--- src/logic/arc_pkg.sv ---
`default_nettype none
package arc_pkg;
   // Clock and sampling
   localparam int unsigned CLK_HZ = 100_000_000;
   localparam int unsigned SAMPLE_RATE_HZ = 500;
   localparam int unsigned SAMPLE_CYCLES =
      (CLK_HZ + SAMPLE_RATE_HZ - 1) / SAMPLE_RATE_HZ;
   localparam int unsigned SAMPLE_PERIOD_US = 1_000_000 / SAMPLE_RATE_HZ;
   // Alarm acknowledge low phase
   localparam int unsigned ACK_LOW_MS = 50;
   localparam int unsigned ACK_LOW_SAMPLES =
      (ACK_LOW_MS * 1000 + SAMPLE_PERIOD_US - 1) / SAMPLE_PERIOD_US;
   localparam int unsigned LOW_W = 6;
   // Value width and full scale
   localparam int unsigned VAL_W = 16;
   localparam logic [15:0] FULL_SCALE_10V = 16'h6666;
   localparam logic [15:0] FULL_SCALE_5V = 16'h3333;
   // Register offsets
   localparam logic [7:0] REG_CTRL = 8'h00;
   localparam logic [7:0] REG_STATUS = 8'h04;
   localparam logic [7:0] REG_PANEL_VI = 8'h08;
   localparam logic [7:0] REG_PANEL_PR = 8'h0C;
   localparam logic [7:0] REG_ACT_VI = 8'h10;
   localparam logic [7:0] REG_ACT_PR = 8'h14;
   // Control fields
   localparam int unsigned CTRL_RANGE5_BIT = 0;
   localparam int unsigned CTRL_SHOWIN_BIT = 1;
   localparam int unsigned CTRL_SBINV_BIT = 2;
   localparam int unsigned CTRL_ON_BIT = 3;
   localparam int unsigned CTRL_OFF_BIT = 4;
   localparam int unsigned CTRL_ACK_BIT = 5;
   localparam logic [2:0] CTRL_RESET = 3'h0;
   // Bus responses
   localparam logic [1:0] RESP_OKAY = 2'h0;
   localparam logic [1:0] RESP_SLVERR = 2'h2;
   typedef enum logic [1:0] {
      CONST_VOLTAGE_REGULATION,
      CONST_CURRENT_REGULATION,
      CONST_POWER_REGULATION,
      CONST_RESISTANCE_REGULATION
   } arc_reg_mode_t;
endpackage
`default_nettype wire

--- src/logic/arc_analog_remote_ctrl.sv ---
`default_nettype none
// Function
// - Analog set values act only in remote; standby pin always acts.
// - Set and actual values share 26214 steps at 10 V, half at 5 V.
// - Set values and control pins are acquired once per 2 ms.
// - Any device alarm switches the DC input off.
// - Latched alarms clear after high-low-high standby, low at least 50 ms.
// - Remote-select low requests remote; high or open means internal.
// - First alarm pin high while overtemperature or power fail present.
// - Resistance set value used only while resistance-mode pin is low.
// - Standby low turns input off unless polarity is inverted; acknowledges alarms only in remote.
// - Second alarm pin high while any latched alarm is present.
// - Status pin low in constant voltage, high in other regulations.
// - Status pin shows regulation or input state, chosen by setting.
// - Both voltage ranges map linearly onto 0 to 100 percent.
// - Samples above full scale are clamped to 100 percent.
// - Voltage, current and power set values switch source together.
// - Outside remote, standby low (high when inverted) locks the DC input off.
module arc_analog_remote_ctrl #(
   parameter int unsigned SAMPLE_CYCLES = arc_pkg::SAMPLE_CYCLES,
   parameter int unsigned VAL_W = arc_pkg::VAL_W
) (
   // Clock and reset
   input wire logic mclk,
   input wire logic rst_b,
   // AXI4-Lite slave
   input wire logic [7:0] s_axi_awaddr,
   input wire logic s_axi_awvalid,
   output logic s_axi_awready,
   input wire logic [31:0] s_axi_wdata,
   input wire logic [3:0] s_axi_wstrb,
   input wire logic s_axi_wvalid,
   output logic s_axi_wready,
   output logic [1:0] s_axi_bresp,
   output logic s_axi_bvalid,
   input wire logic s_axi_bready,
   input wire logic [7:0] s_axi_araddr,
   input wire logic s_axi_arvalid,
   output logic s_axi_arready,
   output logic [31:0] s_axi_rdata,
   output logic [1:0] s_axi_rresp,
   output logic s_axi_rvalid,
   input wire logic s_axi_rready,
   // Socket digital pins
   input wire logic remoteSel_b,
   input wire logic resistanceMode_b,
   input wire logic input_standby_pin,
   output logic alarmPin1,
   output logic alarmPin2,
   output logic statusPin,
   // Converted analog values
   input wire logic [VAL_W-1:0] voltage_setpoint_in,
   input wire logic [VAL_W-1:0] current_setpoint_in,
   input wire logic [VAL_W-1:0] powerSetpointIn,
   input wire logic [VAL_W-1:0] resistance_setpoint_in,
   input wire logic [VAL_W-1:0] actualVoltage,
   input wire logic [VAL_W-1:0] actualCurrent,
   output logic [VAL_W-1:0] voltage_monitor_out,
   output logic [VAL_W-1:0] current_monitor_out,
   // Regulator side
   input wire logic overvoltage_alarm,
   input wire logic overcurrent_alarm,
   input wire logic overpower_alarm,
   input wire logic overtemperature_alarm,
   input wire logic power_fail_alarm,
   input wire arc_pkg::arc_reg_mode_t regMode,
   output logic [VAL_W-1:0] setVoltage,
   output logic [VAL_W-1:0] setCurrent,
   output logic [VAL_W-1:0] setPower,
   output logic [VAL_W-1:0] setResistance,
   output logic dcInputOn,
   output logic remoteActive
);
   localparam int unsigned CW = $clog2(SAMPLE_CYCLES);
   localparam logic [VAL_W-1:0] FS10 = VAL_W'(arc_pkg::FULL_SCALE_10V);
   localparam logic [VAL_W-1:0] FS5 = VAL_W'(arc_pkg::FULL_SCALE_5V);

   // Clamp a sample and stretch it onto the full-scale span
   function automatic logic [VAL_W-1:0] toPercent(
      input logic [VAL_W-1:0] raw, input logic r5);
      logic [VAL_W-1:0] fs;
      logic [VAL_W-1:0] c;
      fs = r5 ? FS5 : FS10;
      c = (raw > fs) ? fs : raw;
      return r5 ? {c[VAL_W-2:0], 1'b0} : c;
   endfunction

   function automatic logic [31:0] merge(input logic [31:0] o,
      input logic [31:0] d, input logic [3:0] s);
      logic [31:0] r;
      r = o;
      for (int i = 0; i < 4; i++) begin
         if (s[i]) begin
            r[8*i +: 8] = d[8*i +: 8];
         end
      end
      return r;
   endfunction

   // Sample tick divider
   logic [CW-1:0] tickCnt_reg;
   logic sampleTick_reg;
   wire tickLast = (tickCnt_reg == CW'(SAMPLE_CYCLES - 1));
   always_ff @(posedge mclk or negedge rst_b) begin
      if (!rst_b) begin
         tickCnt_reg <= '0;
         sampleTick_reg <= 1'b0;
      end else begin
         tickCnt_reg <= tickLast ? '0 : tickCnt_reg + 1'b1;
         sampleTick_reg <= tickLast;
      end
   end

   // Pin synchronisers
   logic [2:0] pinS;
   arc_pin_sample #(.W(3)) uPins (
      .mclk(mclk),
      .rst_b(rst_b),
      .sampleTick(sampleTick_reg),
      .pinIn({input_standby_pin, resistanceMode_b, remoteSel_b}),
      .pinSampled(pinS)
   );

   // AXI4-Lite channels
   logic awHeld_reg, wHeld_reg, awReady_reg, wReady_reg, bValid_reg;
   logic arReady_reg, rValid_reg;
   logic [7:0] awAddr_reg;
   logic [31:0] wData_reg, rData_reg;
   logic [3:0] wStrb_reg;
   logic [1:0] bResp_reg, rResp_reg;
   wire awTake = s_axi_awvalid & awReady_reg;
   wire wTake = s_axi_wvalid & wReady_reg;
   wire doWrite = awHeld_reg & wHeld_reg & ~bValid_reg;
   wire awHeldNext = (awHeld_reg & ~doWrite) | awTake;
   wire wHeldNext = (wHeld_reg & ~doWrite) | wTake;
   wire bValidNext = doWrite | (bValid_reg & ~s_axi_bready);
   wire arTake = s_axi_arvalid & arReady_reg;
   wire rValidNext = arTake | (rValid_reg & ~s_axi_rready);
   wire wrCtrl = doWrite & (awAddr_reg == arc_pkg::REG_CTRL);
   wire wrPanVI = doWrite & (awAddr_reg == arc_pkg::REG_PANEL_VI);
   wire wrPanPR = doWrite & (awAddr_reg == arc_pkg::REG_PANEL_PR);
   wire wrOk = wrCtrl | wrPanVI | wrPanPR;

   // Software registers
   logic [2:0] ctrl_reg;
   logic [31:0] panelVI_reg, panelPR_reg;
   wire ctrlLane = wrCtrl & wStrb_reg[0];
   wire range5 = ctrl_reg[arc_pkg::CTRL_RANGE5_BIT];
   wire showInput = ctrl_reg[arc_pkg::CTRL_SHOWIN_BIT];
   wire sbInvert = ctrl_reg[arc_pkg::CTRL_SBINV_BIT];
   wire cmdOn = ctrlLane & wData_reg[arc_pkg::CTRL_ON_BIT];
   wire cmdOff = ctrlLane & wData_reg[arc_pkg::CTRL_OFF_BIT];
   wire swAck = ctrlLane & wData_reg[arc_pkg::CTRL_ACK_BIT];

   always_ff @(posedge mclk or negedge rst_b) begin
      if (!rst_b) begin
         awHeld_reg <= 1'b0;
         wHeld_reg <= 1'b0;
         awReady_reg <= 1'b0;
         wReady_reg <= 1'b0;
         bValid_reg <= 1'b0;
         bResp_reg <= arc_pkg::RESP_OKAY;
         awAddr_reg <= 8'h00;
         wData_reg <= 32'h0;
         wStrb_reg <= 4'h0;
      end else begin
         awHeld_reg <= awHeldNext;
         wHeld_reg <= wHeldNext;
         awReady_reg <= ~awHeldNext & ~bValidNext;
         wReady_reg <= ~wHeldNext & ~bValidNext;
         bValid_reg <= bValidNext;
         if (doWrite) begin
            bResp_reg <= wrOk ? arc_pkg::RESP_OKAY : arc_pkg::RESP_SLVERR;
         end
         if (awTake) begin
            awAddr_reg <= s_axi_awaddr;
         end
         if (wTake) begin
            wData_reg <= s_axi_wdata;
            wStrb_reg <= s_axi_wstrb;
         end
      end
   end

   always_ff @(posedge mclk or negedge rst_b) begin
      if (!rst_b) begin
         ctrl_reg <= arc_pkg::CTRL_RESET;
         panelVI_reg <= 32'h0;
         panelPR_reg <= 32'h0;
      end else begin
         if (ctrlLane) begin
            ctrl_reg <= wData_reg[2:0];
         end
         if (wrPanVI) begin
            panelVI_reg <= merge(panelVI_reg, wData_reg, wStrb_reg);
         end
         if (wrPanPR) begin
            panelPR_reg <= merge(panelPR_reg, wData_reg, wStrb_reg);
         end
      end
   end

   // Control decisions
   localparam int unsigned LOW_W_L = arc_pkg::LOW_W;
   logic [LOW_W_L-1:0] lowCnt_reg;
   logic [2:0] almLat_reg;
   wire remoteReq = ~pinS[0];
   wire rModeActive = ~pinS[1];
   wire standbyOn = pinS[2] ^ sbInvert;
   wire lowLong = lowCnt_reg >= LOW_W_L'(arc_pkg::ACK_LOW_SAMPLES);
   wire ackPin = sampleTick_reg & standbyOn & lowLong & remoteActive;
   wire ackNow = ackPin | swAck;
   wire [2:0] almEvt = {overpower_alarm, overcurrent_alarm,
      overvoltage_alarm};
   wire anyAlarm = (|almLat_reg) | overtemperature_alarm | power_fail_alarm;
   wire dcOnNext = anyAlarm ? 1'b0 :
      remoteActive ? standbyOn :
      ~standbyOn ? 1'b0 :
      cmdOn ? 1'b1 : cmdOff ? 1'b0 : dcInputOn;

   always_ff @(posedge mclk or negedge rst_b) begin
      if (!rst_b) begin
         lowCnt_reg <= '0;
         almLat_reg <= 3'h0;
         remoteActive <= 1'b0;
         dcInputOn <= 1'b0;
      end else begin
         if (sampleTick_reg) begin
            lowCnt_reg <= (standbyOn | (&lowCnt_reg)) ?
               (standbyOn ? '0 : lowCnt_reg) : lowCnt_reg + 1'b1;
         end
         almLat_reg <= almEvt | (almLat_reg & {3{~ackNow}});
         remoteActive <= remoteReq;
         dcInputOn <= dcOnNext;
      end
   end

   // Pin outputs, set values and monitors
   wire [VAL_W-1:0] panV = panelVI_reg[VAL_W-1:0];
   wire [VAL_W-1:0] panI = panelVI_reg[16 +: VAL_W];
   wire [VAL_W-1:0] panP = panelPR_reg[VAL_W-1:0];
   wire [VAL_W-1:0] panR = panelPR_reg[16 +: VAL_W];
   wire [VAL_W-1:0] actV = (actualVoltage > FS10) ? FS10 : actualVoltage;
   wire [VAL_W-1:0] actI = (actualCurrent > FS10) ? FS10 : actualCurrent;
   logic [VAL_W-1:0] anaV_reg, anaI_reg, anaP_reg, anaR_reg;
   wire [VAL_W-1:0] resSel = remoteActive ? anaR_reg : panR;

   always_ff @(posedge mclk or negedge rst_b) begin
      if (!rst_b) begin
         anaV_reg <= '0;
         anaI_reg <= '0;
         anaP_reg <= '0;
         anaR_reg <= '0;
      end else if (sampleTick_reg) begin
         anaV_reg <= toPercent(voltage_setpoint_in, range5);
         anaI_reg <= toPercent(current_setpoint_in, range5);
         anaP_reg <= toPercent(powerSetpointIn, range5);
         anaR_reg <= toPercent(resistance_setpoint_in, range5);
      end
   end

   always_ff @(posedge mclk or negedge rst_b) begin
      if (!rst_b) begin
         setVoltage <= '0;
         setCurrent <= '0;
         setPower <= '0;
         setResistance <= '0;
         alarmPin1 <= 1'b0;
         alarmPin2 <= 1'b0;
         statusPin <= 1'b0;
         voltage_monitor_out <= '0;
         current_monitor_out <= '0;
      end else begin
         setVoltage <= remoteActive ? anaV_reg : panV;
         setCurrent <= remoteActive ? anaI_reg : panI;
         setPower <= remoteActive ? anaP_reg : panP;
         setResistance <= rModeActive ? resSel : '0;
         alarmPin1 <= overtemperature_alarm | power_fail_alarm;
         alarmPin2 <= |almLat_reg;
         statusPin <= showInput ? ~dcInputOn :
            (regMode != arc_pkg::CONST_VOLTAGE_REGULATION);
         voltage_monitor_out <= range5 ? {1'b0, actV[VAL_W-1:1]} : actV;
         current_monitor_out <= range5 ? {1'b0, actI[VAL_W-1:1]} : actI;
      end
   end

   // Register read path
   logic [31:0] rdWord;
   logic rdOk;
   wire [31:0] statusWord = {21'h0, regMode, standbyOn, alarmPin2,
      alarmPin1, almLat_reg, dcInputOn, rModeActive, remoteActive};
   always_comb begin
      rdOk = 1'b1;
      case (s_axi_araddr)
         arc_pkg::REG_CTRL: rdWord = {29'h0, ctrl_reg};
         arc_pkg::REG_STATUS: rdWord = statusWord;
         arc_pkg::REG_PANEL_VI: rdWord = panelVI_reg;
         arc_pkg::REG_PANEL_PR: rdWord = panelPR_reg;
         arc_pkg::REG_ACT_VI: rdWord = {setCurrent, setVoltage};
         arc_pkg::REG_ACT_PR: rdWord = {setResistance, setPower};
         default: begin
            rdWord = 32'h0;
            rdOk = 1'b0;
         end
      endcase
   end

   always_ff @(posedge mclk or negedge rst_b) begin
      if (!rst_b) begin
         arReady_reg <= 1'b0;
         rValid_reg <= 1'b0;
         rData_reg <= 32'h0;
         rResp_reg <= arc_pkg::RESP_OKAY;
      end else begin
         arReady_reg <= ~rValidNext;
         rValid_reg <= rValidNext;
         if (arTake) begin
            rData_reg <= rdWord;
            rResp_reg <= rdOk ? arc_pkg::RESP_OKAY : arc_pkg::RESP_SLVERR;
         end
      end
   end

   assign s_axi_awready = awReady_reg;
   assign s_axi_wready = wReady_reg;
   assign s_axi_bvalid = bValid_reg;
   assign s_axi_bresp = bResp_reg;
   assign s_axi_arready = arReady_reg;
   assign s_axi_rvalid = rValid_reg;
   assign s_axi_rdata = rData_reg;
   assign s_axi_rresp = rResp_reg;
endmodule // arc_analog_remote_ctrl
`default_nettype wire

--- src/logic/arc_pin_sample.sv ---
`default_nettype none
module arc_pin_sample #(
   parameter int unsigned W = 3
) (
   // Clock and reset
   input wire logic mclk,
   input wire logic rst_b,
   // Sample strobe
   input wire logic sampleTick,
   // Pins and sampled levels
   input wire logic [W-1:0] pinIn,
   output logic [W-1:0] pinSampled
);
   logic [W-1:0] meta_reg;
   logic [W-1:0] sync_reg;
   logic [W-1:0] held_reg;

   // Idle pins read high through their pull-ups
   always_ff @(posedge mclk or negedge rst_b) begin
      if (!rst_b) begin
         meta_reg <= '1;
         sync_reg <= '1;
         held_reg <= '1;
      end else begin
         meta_reg <= pinIn;
         sync_reg <= meta_reg;
         if (sampleTick) begin
            held_reg <= sync_reg;
         end
      end
   end

   assign pinSampled = held_reg;
endmodule // arc_pin_sample
`default_nettype wire

--- config.mk ---
export PLATFORM = sky130hd
export DESIGN_NAME = arc_analog_remote_ctrl
export DESIGN_NICKNAME = d
export VERILOG_FILES = /design/src/logic/arc_pkg.sv /design/src/logic/arc_analog_remote_ctrl.sv /design/src/logic/arc_pin_sample.sv
export SDC_FILE = /design/constraint.sdc
export NUM_CORES = 1
export LEC_CHECK = 0
export ABC_AREA = 1
export BUFFER_PORTS_ARGS = -buffer_cell sky130_fd_sc_hd__buf_2
export CAP_MARGIN = 20
export CELL_PAD_IN_SITES_DETAIL_PLACEMENT = 0
export CELL_PAD_IN_SITES_GLOBAL_PLACEMENT = 1
export CORE_ASPECT_RATIO = 1.4
export CORE_MARGIN = 2
export CORE_UTILIZATION = 32
export CTS_CLUSTER_DIAMETER = 120
export DETAILED_ROUTE_END_ITERATION = 8
export PLACE_DENSITY_LB_ADDON = 0.1
export SLEW_MARGIN = 5
export SYNTH_ARGS = -nofsm -noshare
export SYNTH_HDL_FRONTEND = slang
export SYNTH_SLANG_ARGS = --single-unit
--- constraint.sdc ---
create_clock -name mclk -period 3.9 [get_ports mclk]
set_input_delay 0.585 -clock mclk [delete_from_list [all_inputs] [get_ports mclk]]
set_output_delay 0.585 -clock mclk [all_outputs]
set_load 0.02 [all_outputs]
==> flow_metrics.tcl <==
set metrics [dict create \
    synth_cell_types 50 \
    syn_area_per_cell_um2 8.46 \
    clockPowerShare_pct 38.6 \
    avgRoutedWirePerCell_um 18.4 \
    synth_cells 1977 \
    grt_max_degree 120 \
    leakagePower_nw 10.2 \
    slowest_stage "buf_4" \
    clk_latency_ns 0.54 \
    chipWidth_um 197 \
    pin_count 307 \
    cts.root.buffer_cell "clkbuf_16" \
    drtAntennaViolNets 0 \
    ys_seq_elements 354 \
    rows 99 \
    start_kind "flip-flop" \
    crit_chain "buf_4 -> buf_2" \
    min_period_ns 2.63 \
    cp_max_fo 94 \
    clock_sinks 354 \
    setup_viol 0 \
    fmaxAchievable_mhz 380 \
    synth-edff-count 0 \
    finalMaxSlewViolations 0 \
    syn-cell-area_um2 16700 \
    ys.flop_type "dfrtp_1" \
    p_seq_share_pct 42.9 \
    routed_wl_um 54100 \
    async_reset_ff_share_pct 100 \
    ctsHtreeMaxLevel 2 \
    net-switching-power_w 0.00314 \
    cts_hold_buf 0 \
    switching_share_pct 30.1 \
    cp.required_ns 3.31 \
    critical_path_depth 2 \
    worstMarginPinSlew_ns 1.01 \
    die_h_um 274 \
    yosysWarningCount 0 \
    grt_pass1_vias 14400 \
    area.growth.synth_to_final_pct 21.3 \
    layout-drive-gt1-share_pct 20.1 \
    grt-ovfl-total 0 \
    drc 0 \
    min_path_type "in2async" \
    outcome "finished clean" \
    p_per_area_nw_per_um2 515 \
    drt_iter0_drc 811 \
    post_cts_resized 0 \
    antenna_found_initial 8 \
    design.core.area_um2 51900 \
    relSlewSlack_pct 32.7 \
    final.setup.tns_ns 0 \
    gp_congestion 0.869 \
    path_buf_inv 2 \
    initial_utilization_pct 32.2 \
    postCtsSetupRepairBufs 0 \
    worst_slack_ns 1.27 \
    critPathTopFamily "buffers and inverters" \
    drtPass1Iterations 5 \
    p_int_w 0.00730 \
    grt_usage_pct 20.1 \
    grt_first_pass_wirelength_um 84400 \
    power_frac_comb_pct 18.5 \
    die-area_um2 54100 \
    post-place-ws_ns 1.33 \
    drv_cap 0 \
    ir_worst_vdd_mv 0.346 \
    ff2ff_path_depth 10 \
    cp_slowest_stage_delay_ns 0.77 \
    cts_tree "done" \
    fin_crit_sh_pct 67.5 \
    numCtsBuffers 40 \
    nNetsFinal 2458 \
    vias_per_cell 4.79 \
    grt_setup_unrepaired "false" \
    hold_viol_final 0 \
    cp-end-kind "output port" \
    dp.final_hpwl_um 39500 \
    fin_skew_ns 0.0126 \
    ys_seq_area_share_pct 53.0 \
    io_buffers 304 \
    cts_buffer_depth 3 \
    crit_arrival_ns 2.05 \
    clk_pin_slew_ns 0.06 \
    crit_type "reg2out" \
    vias 14100 \
]
==> placed cells by master (no fill, tap or decap), types with 4 or more instances in the layout <==
cell type / n
nand2_1: 454
dfrtp_1: 343
nor2_4: 7
nor2_1: 169
o21ai_0: 160
nor3b_1: 6
o21bai_1: 12
nor4_1: 4
nor3_1: 20
o22ai_1: 40
nor2_2: 4
nand3b_1: 4
inv_2: 5
conb_1: 4
dfstp_2: 9
clkbuf_8: 7
xor2_1: 10
nand3_1: 143
mux2_2: 7
clkbuf_1: 10
bufinv_16: 6
inv_1: 230
buf_2: 303
clkbuf_16: 41
mux2i_1: 17
ha_1: 36
o21ai_2: 8
a21oi_1: 88
buf_4: 16
o21ai_1: 46
clkinv_2: 7
nand4_1: 20
buf_12: 4
nand2_2: 12
==> power by group through the flow <==
stage / Sequential (W) / Clock, W / Combinational [W]
6_report: 0.00448 / 0.00404 / 0.00193
5_1_grt: 0.00454 / 0.00431 / 0.00221
4_1_cts: 0.00448 / 0.00417 / 0.00196
3_5_place_dp: 0.00454 / 0 / 0.00196
3_3_place_gp: 0.00454 / 0 / 0.00193
2_1_floorplan: 0.00460 / 0 / 0.00113
==> stage by stage <==
| stage | power (W) | hold slack, ns | area [um2] | cells | util [%] |
|---|---|---|---|---|---|
| after floorplan | 0.00574 | 0.289 | 16700 | 1980 | - |
| after global placement | 0.00647 | 0.346 | 18900 | 2870 | 36.3 |
| after detailed placement | 0.00649 | 0.347 | 18900 | 2871 | 36.4 |
| after CTS | 0.0106 | 0.105 | 20300 | 2945 | 39.1 |
| after global routing | 0.0111 | 0.116 | 20300 | 2946 | 39.1 |
| final | 0.0104 | 0.0986 | 20300 | 2947 | 39.1 |
==> metal layers <==
metal	part of all wire, %	wire length (um)	vias to the layer above	global-route usage (%)
li1	-	-	6952	-
met1	46	24900	6709	27.5
met2	45	24400	358	31.9
met3	5.7	3080	91	4.07
met4	2.9	1560	12	6.25
met5	0.14	78	-	0
==> synthesized netlist by cell type (5+ instances only) <==
master    instances  area share [%]
inv_1           230             5.2
buf_4             6            0.27
buf_2            32            0.96
nor3b_1           6            0.27
dfrtp_1         345              52
inv_2             5            0.11
nand3_1         143             4.3
nor2_1          170             3.8
clkbuf_1         39            0.88
a21oi_1          88             2.6
buf_6             5            0.34
o21ai_2           8            0.42
mux2i_1          17             1.0
nand4_1          20            0.75
nand2_2          11            0.41
o21bai_1         12            0.54
xor2_1           10            0.52
nand2_1         455              10
mux2_2            7            0.47
nor2_4            7            0.47
ha_1             36             2.7
o21ai_0         160             4.8
o22ai_1          40             1.5
dfstp_2           9             1.4
o21ai_1          46             1.4
nor3_1           20            0.60
buf_1             8            0.18
==> layout make-up <==
type                            instances  area (um2)
Fill cell                            5387       31600
Sequential cell                       354        8870
Multi-Input combinational cell       1300        6550
Timing Repair Buffer                  325        1740
Clock buffer                           58        1160
Inverter                              236         886
Tap cell                              656         821
Clock inverter                         16         240
Antenna cell                            2        5.00
==> worst paths after layout <==
path | startpoint | endpoint | slack [ns]
max reg2reg | ctrl_reg[0] | anaI_reg[5] | 1.30
min reg2reg | uPins.meta_reg[0] | uPins.sync_reg[0] | 0.35
max | remoteActive | remoteActive | 1.27
max in group asynchronous | rst_b | wData_reg[11] | 2.76
min in group mclk | input_standby_pin | uPins.meta_reg[2] | 0.14
min | rst_b | current_monitor_out[15] | 0.1
==> logic make-up (layout without fill, tap and decap cells) <==
logic type	Yosys count	in the layout	synth area share [%]
other	1	6	0.0224
muxes	24	24	1.49
and+or+nand+nor	861	861	22.5
AOI/OAI and AO/OA	362	362	11.6
xor gates and xnor gates	13	13	0.726
DFF	354	354	53.0
buffers and inverters	326	635	7.92
adders and majority gates	36	36	2.69
(Power assumes the default switching activity.)
